===== src/verilog/ife_pkg.sv =====
// package: field positions, widths and carrier structs of the instruction field extractor
`default_nettype none
package ife_pkg;

  localparam int unsigned WORD_W = 32;

  // field positions, numbered from the most significant bit
  localparam int unsigned POS_PRIMARY   = 0;
  localparam int unsigned W_PRIMARY     = 6;
  localparam int unsigned POS_SEC_PLAIN = 21;
  localparam int unsigned W_SEC_PLAIN   = 10;
  localparam int unsigned POS_SEC_OVF   = 22;
  localparam int unsigned W_SEC_OVF     = 9;
  localparam int unsigned POS_OVF_EN    = 21;
  localparam int unsigned POS_RECORD    = 31;
  localparam int unsigned POS_LINK      = 31;
  localparam int unsigned POS_ABS       = 30;
  localparam int unsigned POS_FIELD_A   = 6;
  localparam int unsigned POS_FIELD_B   = 11;
  localparam int unsigned POS_FIELD_C   = 16;
  localparam int unsigned W_REG         = 5;
  localparam int unsigned W_CFIELD      = 3;
  localparam int unsigned POS_CMASK     = 12;
  localparam int unsigned W_CMASK       = 8;
  localparam int unsigned POS_SPLIT     = 11;
  localparam int unsigned W_SPLIT       = 10;
  localparam int unsigned POS_EXT_EN    = 16;
  localparam int unsigned POS_MBEGIN    = 21;
  localparam int unsigned POS_MEND      = 26;
  localparam int unsigned POS_LONG_DISP = 6;
  localparam int unsigned W_LONG_DISP   = 24;
  localparam int unsigned POS_COND_DISP = 16;
  localparam int unsigned W_COND_DISP   = 14;
  localparam int unsigned POS_IMM       = 16;
  localparam int unsigned W_IMM         = 16;
  localparam int unsigned W_PAD         = 2;
  localparam int unsigned FLAGS_PER_FLD = 4;

  localparam logic [WORD_W-1:0] WORD_RESET = 32'h0000_0000;

  // instruction fields, registered toward execute and register file
  typedef struct packed {
    logic [5:0]  primary_opcode;
    logic [9:0]  secondary_opcode;
    logic        overflow_update_en;
    logic        record_bit;
    logic        link_bit;
    logic        absolute_addr_bit;
    logic [4:0]  target_reg_sel;
    logic [4:0]  store_src_reg_sel;
    logic [4:0]  first_reg_sel;
    logic [4:0]  second_reg_sel;
    logic [4:0]  cond_bit_src_b;
    logic [4:0]  cond_bit_dest;
    logic [2:0]  cond_field_dest;
    logic [2:0]  cond_field_src;
    logic [7:0]  cond_field_mask;
    logic [9:0]  devreg_num;
    logic [9:0]  special_reg_num;
    logic [9:0]  timebase_num;
    logic        ext_interrupt_enable;
    logic [4:0]  mask_begin;
    logic [4:0]  mask_end;
    logic [4:0]  string_byte_count;
    logic [4:0]  rotate_count;
    logic [4:0]  trap_condition_sel;
    logic [31:0] signed_immediate;
    logic [31:0] unsigned_immediate;
    logic [31:0] load_store_disp;
  } ife_fields_s;

  // branch displacements and resolved targets
  typedef struct packed {
    logic [31:0] long_branch_disp;
    logic [31:0] cond_branch_disp;
    logic [31:0] long_target;
    logic [31:0] cond_target;
  } ife_branch_s;

  // fetch-side request
  typedef struct packed {
    logic        valid;
    logic        ovf_form;
    logic [31:0] instr_addr;
    logic [31:0] instr;
  } ife_req_s;

endpackage
`default_nettype wire


===== src/verilog/ife_split_join.sv =====
// module: rejoins a split ten-bit register number field
`timescale 1ns/1ps
`default_nettype none
module ife_split_join
(
  input  wire logic [9:0] split_field,
  output logic      [9:0] joined_num
);

  // low half of the field holds the high half of the number
  // swap split halves
  always_comb
  begin
    joined_num = {split_field[4:0], split_field[9:5]};
  end

endmodule
`default_nettype wire


===== src/verilog/ife_field_extractor.sv =====
// module: registered field extractor for 32-bit instruction words
`timescale 1ns/1ps
`default_nettype none
module ife_field_extractor
(
  input  wire logic                sys_clk,
  input  wire logic                rst,
  input  wire ife_pkg::ife_req_s   req,
  input  wire logic                imm_is_unsigned,
  output logic                     out_valid,
  output ife_pkg::ife_fields_s     fields,
  output ife_pkg::ife_branch_s     branch,
  output logic [31:0]              cond_flags_we,
  output logic [31:0]              rotate_mask
);

  // big-endian bit b of the word sits at little-endian index 31-b
  // big-endian numbering
  function automatic logic [31:0] be_field(input logic [31:0] w,
                                           input int unsigned first,
                                           input int unsigned width);
    logic [31:0] sh;
    logic [31:0] msk;
    sh  = w >> (32 - first - width);
    msk = (width >= 32) ? 32'hFFFF_FFFF : ((32'h0000_0001 << width) - 32'h0000_0001);
    return sh & msk;
  endfunction

  function automatic logic be_bit(input logic [31:0] w, input int unsigned pos);
    return w[31-pos];
  endfunction

  // sign extension of a narrow value held in the low bits
  function automatic logic [31:0] sext(input logic [31:0] v, input int unsigned width);
    logic [31:0] fill;
    fill = (width >= 32) ? 32'h0000_0000 : (32'hFFFF_FFFF << width);
    return v[width-1] ? (v | fill) : v;
  endfunction

  logic [31:0]          word;
  logic [31:0]          addr;
  logic [9:0]           split_raw;
  logic [9:0]           split_num;
  ife_pkg::ife_fields_s fld_now;
  ife_pkg::ife_branch_s br_now;
  logic [31:0]          long_raw;
  logic [31:0]          cond_raw;
  logic [31:0]          imm_raw;
  logic [31:0]          we_now;
  logic [31:0]          mask_now;

  ife_pkg::ife_fields_s fields_reg;
  ife_pkg::ife_fields_s fields_next;
  ife_pkg::ife_branch_s branch_reg;
  ife_pkg::ife_branch_s branch_next;
  logic [31:0]          cond_flags_we_reg;
  logic [31:0]          cond_flags_we_next;
  logic [31:0]          rotate_mask_reg;
  logic [31:0]          rotate_mask_next;
  logic                 out_valid_reg;
  logic                 out_valid_next;

  assign word = req.instr;
  assign addr = req.instr_addr;
  assign split_raw = 10'(be_field(word, ife_pkg::POS_SPLIT, ife_pkg::W_SPLIT));

  ife_split_join u_split_join
  (
    .split_field (split_raw),
    .joined_num  (split_num)
  );

  // field separation
  always_comb
  begin
    fld_now = '0;
    fld_now.primary_opcode = 6'(be_field(word, ife_pkg::POS_PRIMARY, ife_pkg::W_PRIMARY));
    if (req.ovf_form)
    begin
      fld_now.secondary_opcode = 10'(be_field(word, ife_pkg::POS_SEC_OVF, ife_pkg::W_SEC_OVF));
    end
    else
    begin
      fld_now.secondary_opcode = 10'(be_field(word, ife_pkg::POS_SEC_PLAIN, ife_pkg::W_SEC_PLAIN));
    end
    fld_now.overflow_update_en = req.ovf_form & be_bit(word, ife_pkg::POS_OVF_EN);
    fld_now.record_bit = be_bit(word, ife_pkg::POS_RECORD);
    fld_now.link_bit = be_bit(word, ife_pkg::POS_LINK);
    fld_now.absolute_addr_bit = be_bit(word, ife_pkg::POS_ABS);
    fld_now.target_reg_sel    = 5'(be_field(word, ife_pkg::POS_FIELD_A, ife_pkg::W_REG));
    fld_now.store_src_reg_sel = 5'(be_field(word, ife_pkg::POS_FIELD_A, ife_pkg::W_REG));
    fld_now.first_reg_sel  = 5'(be_field(word, ife_pkg::POS_FIELD_B, ife_pkg::W_REG));
    fld_now.second_reg_sel = 5'(be_field(word, ife_pkg::POS_FIELD_C, ife_pkg::W_REG));
    fld_now.cond_bit_src_b = 5'(be_field(word, ife_pkg::POS_FIELD_C, ife_pkg::W_REG));
    fld_now.cond_bit_dest  = 5'(be_field(word, ife_pkg::POS_FIELD_A, ife_pkg::W_REG));
    fld_now.cond_field_dest = 3'(be_field(word, ife_pkg::POS_FIELD_A, ife_pkg::W_CFIELD));
    fld_now.cond_field_src  = 3'(be_field(word, ife_pkg::POS_FIELD_B, ife_pkg::W_CFIELD));
    fld_now.cond_field_mask = 8'(be_field(word, ife_pkg::POS_CMASK, ife_pkg::W_CMASK));
    fld_now.devreg_num      = split_num;
    fld_now.special_reg_num = split_num;
    fld_now.timebase_num    = split_num;
    fld_now.ext_interrupt_enable = be_bit(word, ife_pkg::POS_EXT_EN);
    fld_now.mask_begin = 5'(be_field(word, ife_pkg::POS_MBEGIN, ife_pkg::W_REG));
    fld_now.mask_end   = 5'(be_field(word, ife_pkg::POS_MEND, ife_pkg::W_REG));
    fld_now.string_byte_count = 5'(be_field(word, ife_pkg::POS_FIELD_C, ife_pkg::W_REG));
    fld_now.rotate_count = 5'(be_field(word, ife_pkg::POS_FIELD_C, ife_pkg::W_REG));
    fld_now.trap_condition_sel = 5'(be_field(word, ife_pkg::POS_FIELD_A, ife_pkg::W_REG));
    fld_now.unsigned_immediate = imm_raw;
    if (imm_is_unsigned)
    begin
      fld_now.signed_immediate = imm_raw;
    end
    else
    begin
      fld_now.signed_immediate = sext(imm_raw, ife_pkg::W_IMM);
    end
    fld_now.load_store_disp = sext(imm_raw, ife_pkg::W_IMM);
  end

  assign imm_raw = be_field(word, ife_pkg::POS_IMM, ife_pkg::W_IMM);

  // branch displacements and targets
  always_comb
  begin
    long_raw = be_field(word, ife_pkg::POS_LONG_DISP, ife_pkg::W_LONG_DISP) << ife_pkg::W_PAD;
    cond_raw = be_field(word, ife_pkg::POS_COND_DISP, ife_pkg::W_COND_DISP) << ife_pkg::W_PAD;
    br_now.long_branch_disp = sext(long_raw, ife_pkg::W_LONG_DISP + ife_pkg::W_PAD);
    br_now.cond_branch_disp = sext(cond_raw, ife_pkg::W_COND_DISP + ife_pkg::W_PAD);
    if (be_bit(word, ife_pkg::POS_ABS))
    begin
      br_now.long_target = br_now.long_branch_disp;
      br_now.cond_target = br_now.cond_branch_disp;
    end
    else
    begin
      br_now.long_target = br_now.long_branch_disp + addr;
      br_now.cond_target = br_now.cond_branch_disp + addr;
    end
  end

  // per-flag write enables and rotate mask, index is big-endian position
  genvar gi;
  generate
    for (gi = 0; gi < 32; gi = gi + 1)
    begin : g_bits
      assign we_now[31-gi] = fld_now.cond_field_mask[7 - (gi / ife_pkg::FLAGS_PER_FLD)];
      // mask from begin to end, wrapping
      assign mask_now[31-gi] = (fld_now.mask_begin <= fld_now.mask_end)
                             ? ((5'(gi) >= fld_now.mask_begin) && (5'(gi) <= fld_now.mask_end))
                             : ((5'(gi) >= fld_now.mask_begin) || (5'(gi) <= fld_now.mask_end));
    end
  endgenerate

  // next values: capture on a valid word, hold otherwise; out_valid follows req.valid every cycle outside reset
  always_comb
  begin
    out_valid_next     = req.valid;
    fields_next        = fields_reg;
    branch_next        = branch_reg;
    cond_flags_we_next = cond_flags_we_reg;
    rotate_mask_next   = rotate_mask_reg;
    if (req.valid)
    begin
      fields_next        = fld_now;
      branch_next        = br_now;
      cond_flags_we_next = we_now;
      rotate_mask_next   = mask_now;
    end
  end

  always_ff @(posedge sys_clk)
  begin
    if (rst)
    begin
      out_valid_reg     <= 1'b0;
      fields_reg        <= '0;
      branch_reg        <= '0;
      cond_flags_we_reg <= ife_pkg::WORD_RESET;
      rotate_mask_reg   <= ife_pkg::WORD_RESET;
    end
    else
    begin
      out_valid_reg     <= out_valid_next;
      fields_reg        <= fields_next;
      branch_reg        <= branch_next;
      cond_flags_we_reg <= cond_flags_we_next;
      rotate_mask_reg   <= rotate_mask_next;
    end
  end

  assign out_valid     = out_valid_reg;
  assign fields        = fields_reg;
  assign branch        = branch_reg;
  assign cond_flags_we = cond_flags_we_reg;
  assign rotate_mask   = rotate_mask_reg;

endmodule
`default_nettype wire


===== config.mk =====
export PLATFORM = sky130hd
export DESIGN_NAME = ife_field_extractor
export DESIGN_NICKNAME = d
export VERILOG_FILES = /design/src/verilog/ife_pkg.sv /design/src/verilog/ife_split_join.sv /design/src/verilog/ife_field_extractor.sv
export SDC_FILE = /design/constraint.sdc
export NUM_CORES = 1
export LEC_CHECK = 0
export BUFFER_PORTS_ARGS = -buffer_cell sky130_fd_sc_hd__buf_2
export CORE_AREA = 2 2 184 186
export CTS_CLUSTER_SIZE = 16
export DETAILED_ROUTE_END_ITERATION = 7
export DIE_AREA = 0 0 186 188
export HOLD_SLACK_MARGIN = 0.12
export SYNTH_ARGS = -nofsm -noshare
export SYNTH_HDL_FRONTEND = slang
export SYNTH_SLANG_ARGS = --single-unit

===== constraint.sdc =====
create_clock -name sys_clk -period 4 [get_ports sys_clk]
set_input_delay 0.6 -clock sys_clk [delete_from_list [all_inputs] [get_ports sys_clk]]
set_output_delay 0.6 -clock sys_clk [all_outputs]
set_load 0.02 [all_outputs]

### Yosys cells after proc, flatten, opt, wreduce, memory -nomap -nowiden

Index checks and enable logic that the tools add are counted.

| word-level totals | value |
|---|---|
| logic and storage cells | 195 |
| output and inout port bits | 409 |
| register bits | 339 |

| cells by class | value |
|---|---|
| reduce and logical (&&, ||, !) cells | 64 |
| $add $sub $neg | 2 |
| order comparisons | 65 |
| muxes and demuxes | 38 |
| bitwise logic cells | 1 |

Operators with widths:

| operator | count |
|---|---|
| $mux W32 | 4 |
| $ge A5 B5 Y1 const A | 16 |
| $le A5 B5 Y1 const A | 16 |
| $add A32 B32 Y32 | 2 |
| $mux W64 | 1 |
| $ge A4 B5 Y1 const A | 8 |
| $le A4 B5 Y1 const A | 8 |
| $logic_and A1 B1 Y1 | 32 |
| $logic_or A1 B1 Y1 | 32 |
| $mux W1 | 32 |
| $ge A3 B5 Y1 const A | 4 |
| $le A3 B5 Y1 const A | 4 |
| $ge A1 B5 Y1 const A | 2 |
| $ge A2 B5 Y1 const A | 2 |
| $le A1 B5 Y1 const A | 2 |
| $le A2 B5 Y1 const A | 2 |
| $mux W10 | 1 |
| $le A5 B5 Y1 | 1 |
| $and A1 B1 Y1 | 1 |

### Logic depth before layout (Yosys ltp)

| depth | value |
|---|---|
| depth in word-level cells | 3 |
| gate-level depth with buffers | 13 |
| mapped depth without buffers | 11 |

### Hierarchy

A second synthesis with hierarchy kept.

| second synthesis, totals | value |
|---|---|
| cell total of the unflattened synthesis | 1264 |
| area total of the unflattened synthesis | 10122.2 µm² |

Modules (own cells, without submodules):

| module | area each (µm²) | instances | cells an instance |
|---|---|---|---|
| ife_field_extractor | 10047.1 | 1 | 1254 |
| ife_split_join | 75.1 | 1 | 10 |

### Worst setup path before layout

Ideal clock, no wire load.

| timing path | value |
|---|---|
| path kind | input to register |
| from | input req[2] (netlist bit) |
| to | register branch_reg, in the netlist branch[62] |
| stages | 11 |
| arrival time | 2.807 ns |
| required time | 3.865 ns |
| path slack | 1.058 ns |
| library setup time | 0.135 ns |
| cell sequence | ha_1 fa_1 a211oi_1 o21ai_1 nand4_1 a211o_1 nand3_1 a221o_1 a21oi_1 xor2_1 o22ai_1 |

| on the way | value |
|---|---|
| word-level cells in the longest chain between the ends | 3 |

RTL lines:

| item | line | RTL |
|---|---|---|
| start, declared | ife_field_extractor.sv:8 | `input wire ife_pkg::ife_req_s req,` |
| $mux W32 | ife_field_extractor.sv:37 | `return v[width-1] ? (v \| fill) : v;` |
| $add A32 B32 Y32 | ife_field_extractor.sv:136 | `br_now.long_target = br_now.long_branch_disp + addr;` |
| $mux W64 | ife_field_extractor.sv:129 | `if (be_bit(word, ife_pkg::POS_ABS))` |
| end signal, assigned | ife_field_extractor.sv:185 | `branch_reg <= branch_next;` |
| end, declared | ife_field_extractor.sv:54 | `ife_pkg::ife_branch_s branch_reg;` |

Every way passes these cells.
A chain may end at the register's enable or synchronous reset.

### Worst setup path in the final report

Ends and elaborated chain as after synthesis.

==> metrics.txt <==
largest net degree at the start of global routing 147; chip height 188 um; Worst-Skew Late Latency between 400 and 500 ps; CTS Root Cell clkbuf_16; final worst path period share about four fifths; Post-synth top cells buf_4 (293), nor2_1 (141), dfxtp_1 (116); Leakage Power 5.64 nW; H-Tree Depth 4; Slew Limit Fails 0; Hold Path Class input pin to register; Worst Path Required about 4300 ps; dpl hpwl between 20000 and 25000 um; min Tclk post-route 3130 ps; clock skew 0 ps; CORE AREA around 33000 um^2; max cap viols 0; die area about 35000 um^2; CTS Buffer Depth 2; register area share after synthesis 24.3%; fraction of registers with async set/reset 0%; post-layout total power about 4.4 mW; worst rel slew slack 42.4%; remaining global-route overflow 0; status finished clean; register area about 2300 um^2; Crit Path Max Fanout 5; post-DR wirelength/cell around 18 um; Vias roughly 8700; worst path cell trace buf_2 -> ha_1 -> fa_1 -> a211oi_1 -> o21ai_1 -> nand4_1 -> a211o_1 -> nand3_1 -> a221o_1 -> a21oi_1 -> xor2_1 -> o22ai_1; power per cell area ~410 nW/um^2; worst-margin pin slew a little under 900 ps; synth-to-layout area growth 12.9%; share of layout cells above drive strength 1 a little under two fifths; switching pwr approximately 1.7 mW; TritonCTS clock tree built; vias in the first global route ~7600; WL final 32000 um; Flop pwr share about 30%; WL met3 ~1800 um; nature of the critical path startpoint input pin; # hold bufs at CTS 0; Worst EP arrival 3400 ps; nets 1478; io pins around 480; Crit Path Category input pin to register; DR iter-0 viols 547; Post-synth EDFFs 0; first-pass GRT wire length 46500 um; Sink Count 116; Post-Place Worst Slack approximately 480 ps; DRT antenna net count 0; Avg Vias per Cell around 4.8; number of fillers in the final layout ~3600; top area cells in the synthesized netlist dfxtp_1 (24%), buf_4 (23%), ha_1 (6.4%); Initial Util between 20% and 30%; ant diodes 0; CP peak stage delay roughly 440 ps; Pre-antenna DRT Iters 7; metal2 WL between 15000 and 20000 um; clock slew at reported path FFs 70 ps; num rows 67; Fin Setup TNS 0 ps; Die Width 186 um; area taken by multi-input logic gates approximately 4800 um^2; Avg Cell Area, Syn ~7.9 um^2; port bufs roughly 460; setup bufs post-CTS 0; max reg flops 49; Final WS setup 872 ps; Gates resized, CTS repair 0; length of routed wiring on met1 13700 um; RSZ-0062 raised after global routing no; final setup fails 0; Top Layer Used met5; clock buffer count from CTS 17; post-synth cell types between 60 and 70; number of synthesized register bits 116; Max IR drop VDD 238 uV; combinational fraction of design power between 30% and 40%; critical path's slowest cell fa_1; share of Yosys cell area claimed by the top area cell type between 20% and 30%; Placer Congestion approximately 0.86; Synth Instances between 1000 and 1500; final non-filler cell total roughly 1800; Hold Vio Cnt, Final 0; Post-synth top flop dfxtp_1; Synth area leader dfxtp_1; top-count cell post-synth buf_4; placed cell count between 1500 and 2000; yosys warns 0; initial antenna violation count 3; Global Route Usage Sum 17.4%; Power Internal around 2.7 mW; final hold slack 403 ps; cell area after synthesis ~9500 um^2; Fmax between 300 and 400 MHz; Clock Power Share a little under two fifths; Critical Path Sink Type register; Sw Share roughly two fifths; Residual DRC 0
## metrics by stage
stage / instance area, um^2 / utilization (%)
finish: 10800 / 32.5
global route: 10800 / 32.5
CTS: 10800 / 32.5
detailed placement: 10200 / 30.7
global placement: 10200 / 30.7
floorplan: 9610 / -
## cell families (layout without fill, tap and decap cells)
family                   after synthesis  in the layout  share of synthesized area [%]
buffers and inverters                370            517                           26.1
multiplexers                          36             36                           3.78
XOR/XNOR                              40             40                           3.67
AO/OA/AOI/OAI                        288            288                           20.1
adder cells (fa/ha/maj)               73             73                           9.05
AND/OR/NAND/NOR                      282            282                           12.9
other                                  1             20                         0.0393
flip-flops                           116            116                           24.3
## power by group through the flow
stage                     Clock (mW)  Sequential [mW]  Combinational (mW)
final                           1.63             1.34                1.41
after CTS                       1.67             1.34                1.41
after detailed placement           0             1.37                1.41
after floorplan                    0             1.45                1.05
after global placement             0             1.36                1.40
after global routing            1.71             1.35                1.53
## layout make-up
class                   instances  area share (%)
inverters                      14           0.488
clock buffers                  17            3.95
well taps                     448            5.20
flip-flops and latches        116            21.6
multi-input cells             739            44.6
repair buffers                471            22.5
clock inverters                15            1.67
## critical path, delay by kind of cell
| family | cells | cell delay, ps |
|---|---|---|
| xor gates and xnor gates | 1 | 170 |
| adders and majority gates | 2 | 680 |
| buffers and inverters | 1 | 130 |
| and+or+nand+nor | 2 | 470 |
| AOI/OAI and AO/OA | 6 | 1340 |
## cell usage in the layout, fill, tap and decap left out, types with 4 or more instances in the layout
cell type,n
clkbuf_16,17
a311oi_1,11
a31oi_1,7
a21oi_1,75
or3_1,4
nor2b_1,6
conb_1,20
nand4_1,7
o211ai_1,9
xnor2_1,25
nor3_1,21
nor2_1,141
dfxtp_1,116
ha_1,49
o21bai_1,6
maj3_1,23
buf_2,455
mux2i_1,36
and3_1,4
a211oi_1,41
xor2_1,15
o22ai_1,17
nand3_1,14
buf_4,13
o31ai_1,5
nand2_1,62
a21boi_0,5
inv_1,14
nand2b_1,6
o21a_1,14
inv_6,8
a21o_1,34
o21ai_0,41
## routing by layer
| layer | up-vias | GRT usage [%] |
|---|---|---|
| li1 | 4202 | - |
| met1 | 4089 | 22.0 |
| met2 | 400 | 30.8 |
| met3 | 30 | 2.68 |
| met4 | 4 | 4.15 |
| met5 | - | 0 |
## worst paths after layout
kind	from	end	slack (ps)	cells past startpoint
setup / recovery	req[2]	branch[62]$_SDFFE_PP0P_	870	12
hold / removal	req[27]	fields[211]$_SDFFE_PP0P_	400	3
setup reg to reg	cond_flags_we[3]$_SDFFE_PP0P_	cond_flags_we[3]$_SDFFE_PP0P_	2920	2
hold reg to reg	fields[199]$_SDFFE_PP0P_	fields[199]$_SDFFE_PP0P_	480	2
Power figures use the tool's default switching activity.
